`src/design/aps_consts.svh`:
```
// constants for the converter pair skew and ready timing block
`ifndef APS_CONSTS_SVH
`define APS_CONSTS_SVH

// clock and time base
`define APS_CLK_MHZ 200
`define APS_STEP_NS 1000
`define APS_STEP_CYCLES ((`APS_STEP_NS * `APS_CLK_MHZ) / 1000)
`define APS_PULSE_NS 100
`define APS_PULSE_CYCLES ((`APS_PULSE_NS * `APS_CLK_MHZ) / 1000)

// skew register layout
`define APS_SKEW_W 24
`define APS_FIELD_W 12
`define APS_FIRST_LSB 0
`define APS_SECOND_LSB 12
`define APS_SKEW_RESET 24'h000000

// oversampling ratio coding: ratio = 32 << select, sign bit = 4 + select
`define APS_OSR_MIN 13'h0020
`define APS_HALF_MIN 13'h0010
`define APS_SIGN_BIT_MIN 4

// reset values
`define APS_MERGE_RESET 1'b1
`define APS_FLAGS_RESET 4'hf
`define APS_CLK_SEL_RESET 1'b0

`endif

```
`src/design/aps_pkg.sv`:
```
// types shared by the converter pair skew and ready timing block
package aps_pkg;

  typedef enum logic [1:0] {
    APS_PULSE_IDLE = 2'b01,
    APS_PULSE_LOW = 2'b10
  } aps_pulse_state_t;

endpackage

```
`src/design/aps_core.sv`:
```
// converter pair skew, conversion placement, ready pulses and ready flags
`timescale 1ns/100ps
`include "aps_consts.svh"

module aps_core #(
  parameter int STEP_CYCLES = `APS_STEP_CYCLES,
  parameter int PULSE_CYCLES = `APS_PULSE_CYCLES,
  parameter int CHANNELS = 4
) (
  input wire logic ref_clk_in,
  input wire logic reset_in,
  input wire logic skew_wr_in,
  input wire logic [23:0] skew_wdata_in,
  input wire logic merge_wr_in,
  input wire logic merge_wdata_in,
  input wire logic status_rd_in,
  input wire logic [2:0] osr_sel_in,
  input wire logic [1:0] prescale_sel_in,
  input wire logic [3:0] channel_enable_in,
  input wire logic external_clock_select_in,
  output logic [23:0] pair_skew_register_out,
  output logic ready_merge_control_out,
  output logic [3:0] channel_ready_flags_out,
  output logic [3:0] latch_strobe_out,
  output logic converter_restart_out,
  output logic converters_held_out,
  output logic ready_pulse_pin_out,
  output logic ready_pulse_pin_oe_out,
  output logic oscillator_enable_out,
  output logic external_buffer_select_out,
  output logic crystal_output_pin_pulldown_out
);

  // configuration state
  logic [23:0] pair_skew_register;
  logic [23:0] next_pair_skew_register;
  logic ready_merge_control;
  logic next_ready_merge_control;
  logic restart;
  logic next_restart;

  // timing state
  logic [11:0] phase;
  logic [11:0] next_phase;
  logic [3:0] flags;
  logic [3:0] next_flags;
  logic [3:0] latch;
  logic [3:0] next_latch;
  logic pulse_trigger;
  logic next_pulse_trigger;

  // clock source state
  logic osc_en;
  logic next_osc_en;
  logic ext_sel;
  logic next_ext_sel;

  // derived values
  logic tick;
  logic [12:0] oversampling_ratio;
  logic [12:0] half;
  logic [12:0] skew_first;
  logic [12:0] skew_second;
  logic [11:0] pos_odd;
  logic [11:0] pos_first;
  logic [11:0] pos_second;
  logic [11:0] pos_lag;
  logic [12:0] lag_off;
  logic [11:0] phase_after;
  logic [3:0] chan_hit;
  logic [3:0] update;

  // sign bit sits at 4 + ratio select; bits above it copy the sign
  function automatic logic [12:0] skew_value(input logic [11:0] field,
                                             input logic [2:0] osr_sel);
    logic [12:0] v;
    int sign_pos;
    v = 13'h0000;
    sign_pos = `APS_SIGN_BIT_MIN + int'(osr_sel);
    for (int b = 0; b < 13; b++) begin
      if (b <= sign_pos) begin
        v[b] = field[b];
      end else begin
        v[b] = field[sign_pos];
      end
    end
    return v;
  endfunction

  // skew register and merge control
  always_comb begin
    next_pair_skew_register = pair_skew_register;
    next_ready_merge_control = ready_merge_control;
    next_restart = 1'b0;
    if (skew_wr_in) begin
      next_pair_skew_register = skew_wdata_in;
      // equal data still restarts, so software can use a rewrite as a resync
      next_restart = 1'b1;
    end
    if (merge_wr_in) begin
      next_ready_merge_control = merge_wdata_in;
    end
  end

  always_ff @(posedge ref_clk_in) begin
    if (reset_in) begin
      pair_skew_register <= `APS_SKEW_RESET;
      ready_merge_control <= `APS_MERGE_RESET;
      restart <= 1'b0;
    end else begin
      pair_skew_register <= next_pair_skew_register;
      ready_merge_control <= next_ready_merge_control;
      restart <= next_restart;
    end
  end

  // one tick per modulator step
  aps_step_tick #(
    .STEP_CYCLES(STEP_CYCLES)
  ) u_step_tick (
    .ref_clk_in(ref_clk_in),
    .reset_in(reset_in),
    .restart_in(restart),
    .prescale_sel_in(prescale_sel_in),
    .tick_out(tick)
  );

  // placement of conversion results within each output sample period
  always_comb begin
    oversampling_ratio = 13'(`APS_OSR_MIN << osr_sel_in);
    half = 13'(`APS_HALF_MIN << osr_sel_in);
    // fields are read with the sign at the ratio's own position
    skew_first = skew_value(pair_skew_register[`APS_FIRST_LSB +: `APS_FIELD_W],
                            osr_sel_in);
    skew_second = skew_value(pair_skew_register[`APS_SECOND_LSB +: `APS_FIELD_W],
                             osr_sel_in);
    // odd reference at half the ratio; even channels offset around it
    pos_odd = half[11:0];
    // range -half..half-1 keeps every position inside one period
    pos_first = 12'(half + skew_first);
    pos_second = 12'(half + skew_second);
    // most lagging active channel; odd channels count as offset zero
    lag_off = 13'h1000;
    if (channel_enable_in[1] || channel_enable_in[3]) begin
      lag_off = 13'h0000;
    end
    if (channel_enable_in[0] && ($signed(skew_first) > $signed(lag_off))) begin
      lag_off = skew_first;
    end
    if (channel_enable_in[2] && ($signed(skew_second) > $signed(lag_off))) begin
      lag_off = skew_second;
    end
    pos_lag = 12'(half + lag_off);
    phase_after = 12'(phase + 12'h001);
    if (13'(phase_after) >= oversampling_ratio) begin
      phase_after = 12'h000;
    end
    // odd channels compare against the same position, so when both are enabled they fire together
    chan_hit[0] = channel_enable_in[0] && (phase_after == pos_first);
    chan_hit[1] = channel_enable_in[1] && (phase_after == pos_odd);
    chan_hit[2] = channel_enable_in[2] && (phase_after == pos_second);
    chan_hit[3] = channel_enable_in[3] && (phase_after == pos_odd);
    if (!tick) begin
      update = 4'h0;
    end else if (ready_merge_control) begin
      // merged: every active channel latched at the lagging result
      if ((channel_enable_in != 4'h0) && (phase_after == pos_lag)) begin
        update = channel_enable_in;
      end else begin
        update = 4'h0;
      end
    end else begin
      update = chan_hit;
    end
  end

  always_comb begin
    next_phase = phase;
    if (restart) begin
      next_phase = 12'h000;
    end else if (tick) begin
      next_phase = phase_after;
    end
    next_latch = update;
    // clear wins: a fresh update clears a flag even in a read cycle
    for (int i = 0; i < CHANNELS; i++) begin
      if (update[i]) begin
        next_flags[i] = 1'b0;
      end else if (status_rd_in) begin
        next_flags[i] = 1'b1;
      end else begin
        next_flags[i] = flags[i];
      end
    end
    // several channels in one step give one pulse on the shared pin
    next_pulse_trigger = |update;
  end

  always_ff @(posedge ref_clk_in) begin
    if (reset_in) begin
      phase <= 12'h000;
      flags <= `APS_FLAGS_RESET;
      latch <= 4'h0;
      pulse_trigger <= 1'b0;
    end else begin
      phase <= next_phase;
      flags <= next_flags;
      latch <= next_latch;
      pulse_trigger <= next_pulse_trigger;
    end
  end

  // ready pin shaping, floated while reset is applied
  aps_ready_pulse #(
    .PULSE_CYCLES(PULSE_CYCLES)
  ) u_ready_pulse (
    .ref_clk_in(ref_clk_in),
    .reset_in(reset_in),
    .trigger_in(pulse_trigger),
    .pin_out(ready_pulse_pin_out),
    .pin_oe_out(ready_pulse_pin_oe_out)
  );

  // clock source selection
  always_comb begin
    next_osc_en = !external_clock_select_in;
    next_ext_sel = external_clock_select_in;
  end

  always_ff @(posedge ref_clk_in) begin
    if (reset_in) begin
      osc_en <= !`APS_CLK_SEL_RESET;
      ext_sel <= `APS_CLK_SEL_RESET;
    end else begin
      osc_en <= next_osc_en;
      ext_sel <= next_ext_sel;
    end
  end

  // output registers
  always_ff @(posedge ref_clk_in) begin
    if (reset_in) begin
      converters_held_out <= 1'b1;
      converter_restart_out <= 1'b0;
      latch_strobe_out <= 4'h0;
      channel_ready_flags_out <= `APS_FLAGS_RESET;
      pair_skew_register_out <= `APS_SKEW_RESET;
      ready_merge_control_out <= `APS_MERGE_RESET;
      oscillator_enable_out <= !`APS_CLK_SEL_RESET;
      external_buffer_select_out <= `APS_CLK_SEL_RESET;
      crystal_output_pin_pulldown_out <= `APS_CLK_SEL_RESET;
    end else begin
      converters_held_out <= 1'b0;
      converter_restart_out <= restart;
      latch_strobe_out <= latch;
      channel_ready_flags_out <= flags;
      pair_skew_register_out <= pair_skew_register;
      ready_merge_control_out <= ready_merge_control;
      oscillator_enable_out <= osc_en;
      external_buffer_select_out <= ext_sel;
      // weak pull on the crystal output only when the buffer path is used
      crystal_output_pin_pulldown_out <= ext_sel;
    end
  end

endmodule // aps_core

```
`src/design/aps_step_tick.sv`:
```
// modulator step tick generator with prescale and restart
`timescale 1ns/100ps
`include "aps_consts.svh"

module aps_step_tick #(
  parameter int STEP_CYCLES = `APS_STEP_CYCLES
) (
  input wire logic ref_clk_in,
  input wire logic reset_in,
  input wire logic restart_in,
  input wire logic [1:0] prescale_sel_in,
  output logic tick_out
);

  logic [15:0] count;
  logic [15:0] next_count;
  logic next_tick;
  logic [15:0] limit;

  always_comb begin
    // one step period stretches with the prescaler, as the modulator clock does
    limit = 16'(STEP_CYCLES << prescale_sel_in) - 16'h0001;
    next_count = count + 16'h0001;
    next_tick = 1'b0;
    if (restart_in) begin
      next_count = 16'h0000;
    end else if (count >= limit) begin
      next_count = 16'h0000;
      next_tick = 1'b1;
    end
  end

  always_ff @(posedge ref_clk_in) begin
    if (reset_in) begin
      count <= 16'h0000;
      tick_out <= 1'b0;
    end else begin
      count <= next_count;
      tick_out <= next_tick;
    end
  end

endmodule // aps_step_tick

```
`src/design/aps_ready_pulse.sv`:
```
// active-low fixed width ready pulse shaper with output enable
`timescale 1ns/100ps
`include "aps_consts.svh"

module aps_ready_pulse #(
  parameter int PULSE_CYCLES = `APS_PULSE_CYCLES
) (
  input wire logic ref_clk_in,
  input wire logic reset_in,
  input wire logic trigger_in,
  output logic pin_out,
  output logic pin_oe_out
);

  aps_pkg::aps_pulse_state_t state;
  aps_pkg::aps_pulse_state_t next_state;
  logic [7:0] count;
  logic [7:0] next_count;
  logic next_pin;

  always_comb begin
    next_state = state;
    next_count = count;
    next_pin = 1'b1;
    case (state)
      aps_pkg::APS_PULSE_IDLE: begin
        if (trigger_in) begin
          next_state = aps_pkg::APS_PULSE_LOW;
          next_count = 8'(PULSE_CYCLES - 1);
          next_pin = 1'b0;
        end
      end
      aps_pkg::APS_PULSE_LOW: begin
        // a trigger during a pulse is absorbed; events are a step period apart
        if (count == 8'h00) begin
          next_state = aps_pkg::APS_PULSE_IDLE;
        end else begin
          next_count = count - 8'h01;
          next_pin = 1'b0;
        end
      end
      default: begin
        next_state = aps_pkg::APS_PULSE_IDLE;
        next_count = 8'h00;
      end
    endcase
  end

  always_ff @(posedge ref_clk_in) begin
    if (reset_in) begin
      state <= aps_pkg::APS_PULSE_IDLE;
      count <= 8'h00;
      pin_out <= 1'b1;
      pin_oe_out <= 1'b0;
    end else begin
      state <= next_state;
      count <= next_count;
      pin_out <= next_pin;
      pin_oe_out <= 1'b1;
    end
  end

endmodule // aps_ready_pulse

```
`config.mk`:
```
export PLATFORM = sky130hd
export DESIGN_NAME = aps_core
export DESIGN_NICKNAME = d
export VERILOG_FILES = /design/src/design/aps_pkg.sv /design/src/design/aps_core.sv /design/src/design/aps_step_tick.sv /design/src/design/aps_ready_pulse.sv
export VERILOG_INCLUDE_DIRS = /design/src /design/src/design
export SDC_FILE = /design/constraint.sdc
export NUM_CORES = 1
export LEC_CHECK = 0
export BUFFER_PORTS_ARGS = -buffer_cell sky130_fd_sc_hd__buf_4
export CAP_MARGIN = 20
export CORE_UTILIZATION = 40
export CTS_CLUSTER_SIZE = 14
export DETAILED_ROUTE_END_ITERATION = 8
export MAX_ROUTING_LAYER = met4
export PLACE_DENSITY = 0.67
export SETUP_SLACK_MARGIN = 0.5
export SLEW_MARGIN = 20
export SYNTH_ARGS = -nofsm -noshare
export SYNTH_HDL_FRONTEND = slang
export SYNTH_SLANG_ARGS = --single-unit
```
`constraint.sdc`:
```
create_clock -name ref_clk_in -period 8.9 [get_ports ref_clk_in]
set_input_delay 1.335 -clock ref_clk_in [delete_from_list [all_inputs] [get_ports ref_clk_in]]
set_output_delay 1.335 -clock ref_clk_in [all_outputs]
set_load 0.02 [all_outputs]
```
# After elaboration in Yosys (flattened, before gate mapping)
# Cells that the tools add are included.
# totals
ff_bits,115
input_bits,40
output_inout_bits,40
# op_classes
addsub,8
order_cmp,18
eq_ne,9
shift,3
n_mux,57
n_reduce_logical,20
# ops
cell,n
== test 12 bit,4
two-way mux 1 bit,41
adder 12 bit,3
> comparator 13 bit,2
two-way mux 13 bit,2
two-way mux 12 bit,2
"<= comparator 4 bit, first input constant",5
"adder 16 x 1 -> 16 bit, second input constant",1
>= comparator 16 bit,1
"<= comparator 3 x 4 -> 1 bit, first input constant",4
two-way mux 8 bit,2
case mux 8 bit (2 select lines),1
"<< shifter 8 x 2 -> 16 bit, first input constant",1
"subtractor 16 x 1 -> 16 bit, second input constant",1
>= comparator 12 x 13 -> 1 bit,1
"<< shifter 6 x 3 -> 13 bit, first input constant",1
"adder 12 x 1 -> 12 bit, second input constant",1
two-way mux 4 bit,3
"<< shifter 5 x 3 -> 12 bit, first input constant",1
binary-select mux 1 bit (select 4 bit),2
"<= comparator 1 x 4 -> 1 bit, first input constant",2
"<= comparator 2 x 4 -> 1 bit, first input constant",2
logical NOT 8 bit,1
nonzero test 2 bit,4
18 further kinds,27

# Longest topological paths before layout
# depth
ltp_word,18
depth_mapped,33
depth_no_buf,30

# By module
# Synthesis repeated with hierarchy kept, for this count alone.
# hier_totals
hier_cells,932
area_unflattened_um2,7734.9
# by_module_without_submodules
mod,n_inst,cells_each,area_per_inst_um2
aps_core,1,731,6007.0
aps_step_tick,1,124,1094.8
aps_ready_pulse,1,77,633.1

# Worst setup path before layout
# No wires, ideal clock.
# synth_timing
path_kind,input port to flip-flop
start,input port osr_sel_in[0]
end,register pulse_trigger
setup_time_ns,0.060
t_arrival_ns,8.165
required_ns,8.840
path_slack_ns,0.675
cell_stages,31
n_path_buf,3
path_cell_list,buf_2 > mux4_2 > nand2_1 > nand3_1 > ha_1 > nor4b_1 > o2111ai_1 > nor2_1 > a41oi_1 > nand2_1 > ha_1 > o211ai_1 > a22oi_1 > o21ai_0 > maj3_1 > o21ai_1 > and2_1 > clkbuf_2 > clkbuf_1 > o21ai_0 > ha_1 > a211oi_2 > nor3b_1 > o31a_1 > or3_4 > or4_1 > a32o_1 > a2111oi_4 > o2111ai_2 > o31ai_4 > o311a_1
# synth_via
elab_chain_len,18
elab_cells_between_ends,71
classes_between,add/sub: 4; order compare: 15; eq/ne: 4; shift: 2; mux: 38; reduce/logical: 8
# synth_lines
element,line_no,source
"start, declared",aps_core.sv:17,"input wire logic [2:0] osr_sel_in,"
adder 3 x 3 -> 4 bit (no source line),--,
binary-select mux 1 bit (select 4 bit),aps_core.sv:84,v[b] = field[sign_pos];
two-way mux 1 bit (not written as such) (2 in series),aps_core.sv:84,
two-way mux 1 bit,aps_core.sv:81,if (b <= sign_pos) begin
> comparator 13 bit,aps_core.sv:147,if (channel_enable_in[0] && ($signed(skew_first) > $signed(lag_off))) begin
logical AND 1 bit,aps_core.sv:147,
two-way mux 13 bit,aps_core.sv:147,
> comparator 13 bit,aps_core.sv:150,if (channel_enable_in[2] && ($signed(skew_second) > $signed(lag_off))) begin
logical AND 1 bit,aps_core.sv:150,
two-way mux 12 bit,aps_core.sv:150,
adder 12 bit,aps_core.sv:153,pos_lag = 12'(half + lag_off);
== test 12 bit,aps_core.sv:167,if ((channel_enable_in != 4'h0) && (phase_after == pos_lag)) begin
logical AND 1 bit,aps_core.sv:167,
two-way mux 4 bit,aps_core.sv:167,
two-way mux 4 bit (*),aps_core.sv:165,end else if (ready_merge_control) begin
two-way mux 4 bit (*),aps_core.sv:163,if (!tick) begin
OR reduction 4 bit (*),aps_core.sv:196,next_pulse_trigger = |update;
"end signal, assigned",aps_core.sv:209,pulse_trigger <= next_pulse_trigger;
"end, declared",aps_core.sv:49,logic pulse_trigger;
# Mark *: on every way between the ends. The rest lies on a longest branch, timed or not. The select of a mux whose other input is x is not followed.
# A chain may end at the register's enable or synchronous reset.

# Worst setup path in the final report
# layout_timing
start,input port osr_sel_in[1]
end,register pulse_trigger
# Same word-level chain as after synthesis.

==> summary.txt <==
Chip Height - 138.3 um
drt drc - 14
CP max stage cell - a2111oi_1
area delta synth->final - 19.19%
Avg Cell Area, Syn - 8.037 um^2
Finish-stage setup viols - 0
hold crit path type - register to register
critical path type - primary input to register
CP Max Fanout - 30
status - finished, violations left
vias in the first global route - 6300
hpwl dp - 15190 um
Num CTS Buffers - 17
post-CTS sizing - 0
P_sw - 468.0 uW
Post-DP Area - 8178 um^2
GPL Wtd Cong - 0.9961
I/O pin cnt - 80
Port Buffers - 79
Total GRT Usage - 22.72%
fin. max-slew vios - 0
DRT antenna net count - 0
clock root buffer - clkbuf_16
Logic pwr share - 19.3%
LEAKAGE - 0.003786 uW
Setup Fix Bufs, Post-CTS - 0
initial core utilization - 41.11%
RSZ-0062 raised after global routing - false
Crit path arrival time - 8.43 ns
Synth Cell Area - 7435 um^2
drt via density - 5.602
clock buffer depth - 2
placement row count - 49
Crit path largest cell delay - 0.61 ns
routed len/inst - 16.93 um
initial detailed-routing violation count - 636
GRT Residual Overflow - 0
Die ar. - 19140 um^2
worst skew pair latency - 0.42 ns
min Tclk post-route - 8.074 ns
final count of hold timing violations - 0
clock power share - 46.3%
Rel. slew slack - 34.92%
Ys Warns - 0
fillers - 1749
Reg power frac - 34.5%
f_max - 123.9 MHz
largest net degree at the start of global routing - 79
top_reg_cell synth - dfxtp_1
chip width - 138.3 um
worst clock skew - 0.01624 ns
htree depth - 4
buffers plus inverters on the worst setup path - 2
Slew @ Worst Pin - 0.9729 ns
sequential-to-total area share from yosys stat - 30.97%
crit-path leading delay family - compound AO/OA/AOI/OAI gates
final instance area - 8861 um^2
# diodes - 0
final WL - 20820 um
fin crit share - 90.72%
Int Pwr - 1140 uW
Net Sw Frac - 29.11%
Crit path required time - 9.26 ns
max_cap viols - 0
Nets - 1089
failing checks - design-rule violations
Reg clk slew, reported paths - 0.06 ns
setup TNS - 0 ns
CP endpoint kind - register
Pre-antenna DRT Iters - 7
TritonCTS clock tree - built
Synth cell types - 75
core area - 18090 um^2
maximum vdd ir drop - 0.1127 mV
global-route wire length before repair - 33270 um
CTS Hold Bufs - 0
CP most frequent cell - ha_1
CTS sink count - 115
flops & latches, synth - 115
antenna violations before repair - 0
via total after detailed routing - 6890
number of flops mapped to enable cells by yosys - 0
layout cells sized above 1 - 14.89%
Synth async-reset ratio - 0%
Cell Pwr Density - 181.4 nW/um^2
Critical Path Source Type - primary input
Post-Syn Instances - 925
per-layer routing:
metal  share of wire, %  vias to the layer above  global-route usage, %
met1                 46                     3208                  30.45
met5                  0                        -                      -
met2                 44                      275                  33.77
li1                   -                     3363                      -
met4                2.3                        0                  7.451
met3                7.2                       44                  4.919
through the flow:
step           util, %  hold WS, ns  setup slack, ns  instances  power [uW]
6_report         48.99       0.4064           0.8257       1230        1608
5_1_grt          48.99       0.4285           0.4985       1230        1679
4_1_cts          48.75       0.4056           0.5580       1230        1608
3_5_place_dp     45.22       0.3947           0.1455       1198       859.6
3_3_place_gp     45.22       0.3906           0.3696       1198       857.2
2_1_floorplan        -       0.3895           0.6749        927       774.5
synth_stat cells (5+ instances only):
| cell | instances | share of area [%] |
|---|---|---|
| nand2_1 | 69 | 3.5 |
| o21a_1 | 8 | 0.81 |
| nor4_1 | 11 | 0.93 |
| mux2i_1 | 36 | 4.8 |
| ha_1 | 58 | 9.8 |
| or2_2 | 13 | 1.1 |
| buf_2 | 6 | 0.40 |
| nand2b_1 | 17 | 1.4 |
| nand3_1 | 46 | 3.1 |
| nand4_1 | 10 | 0.84 |
| nor2b_1 | 39 | 3.3 |
| nor3b_1 | 5 | 0.50 |
| and3_1 | 6 | 0.50 |
| clkbuf_1 | 27 | 1.4 |
| a31oi_1 | 9 | 0.76 |
| inv_1 | 52 | 2.6 |
| o21ai_0 | 41 | 2.8 |
| a21oi_1 | 68 | 4.6 |
| xnor2_1 | 43 | 5.1 |
| a21o_1 | 10 | 1.0 |
| nor2_1 | 106 | 5.4 |
| dfxtp_1 | 115 | 31 |
| xor2_1 | 16 | 1.9 |
| nor3_1 | 19 | 1.3 |
power by group through the flow:
| stage | clock network [uW] | registers, uW | logic (uW) |
|---|---|---|---|
| after floorplan | 0 | 562 | 213 |
| after global placement | 0 | 565 | 293 |
| after detailed placement | 0 | 565 | 295 |
| after CTS | 757 | 554 | 297 |
| after global routing | 783 | 557 | 339 |
| final | 744 | 554 | 310 |
worst register-to-register path: stages, from the launching register on:
cell	delay (ns)
dfxtp_1	0.35
mux4_2	0.47
nand2_1	0.10
nand3_2	0.11
ha_1	0.30
nor4b_2	0.22
o2111ai_1	0.14
nor2_1	0.14
a41oi_2	0.23
o21a_1	0.25
ha_1	0.28
inv_1	0.07
a2111oi_1	0.61
o21ai_4	0.16
and2_4	0.23
o21ai_0	0.34
ha_1	0.32
a211oi_2	0.23
nor3b_1	0.11
o31a_1	0.26
or3_4	0.40
or4_1	0.47
a32o_1	0.28
a2111oi_4	0.31
o2111ai_2	0.24
o31ai_4	0.39
o311a_1	0.22
state kept, by name, indices dropped and copies added (netlist names), 2 cells and up:
signal and count:
u_ready_pulse.state 2, pair_skew_register_out 24, u_ready_pulse.count 8, u_step_tick.count 16
latch 4, phase 12, latch_strobe_out 4, pair_skew_register 24
channel_ready_flags_out 4, flags 4
cells in the final DEF, fill, tap and decap left out, drive strengths merged, types with 5 or more instances in the layout:
cell / Yosys / routed
a21o: 10 / 10
a21oi: 68 / 68
a31oi: 9 / 9
and2: 6 / 6
and3: 6 / 6
buf: 15 / 86
clkbuf: 29 / 19
dfxtp: 115 / 115
ha: 58 / 58
inv: 53 / 57
mux2i: 36 / 36
nand2: 69 / 69
nand2b: 17 / 17
nand3: 46 / 46
nand4: 10 / 10
nor2: 106 / 106
nor2b: 39 / 39
nor3: 19 / 19
nor3b: 5 / 5
nor4: 11 / 11
o21a: 8 / 8
o21ai: 43 / 43
o31ai: 5 / 5
or2: 13 / 13
or3: 5 / 5
xnor2: 43 / 43
xor2: 16 / 16
path summary, 6_finish.rpt:
check / depth (start not counted) / startpoint / slack [ns] / to
worst min register to register: 1 / osc_en / 0.41 / oscillator_enable_out
worst min-delay path: 1 / osc_en / 0.41 / oscillator_enable_out
worst max-delay path: 27 / osr_sel_in[1] / 0.83 / pulse_trigger
worst max register to register: 26 / pair_skew_register[11] / 1.59 / pulse_trigger
cell type report:
class,count,area (um^2),area share [%]
multi-input combinational,714,4781,53.95
sequential,115,2302,25.98
timing repair buffer,86,649.4,7.328
clock buffer,19,442.9,4.999
tap,229,286.5,3.234
inverter,54,202.7,2.287
clock inverter,13,196.4,2.217
cells by family (layout without fill, tap and decap cells):
logic type	after synthesis	after routing	share of synthesized area [%]
xor+xnor	59	59	6.950
other cells	2	4	0.1010
simple gates	358	358	23.49
flops	115	115	30.97
compound gates	192	192	16.76
fa+ha+maj	62	62	10.70
buf+inv	98	172	5.419
mux	39	39	5.604
Power figures use the tool's default switching activity.
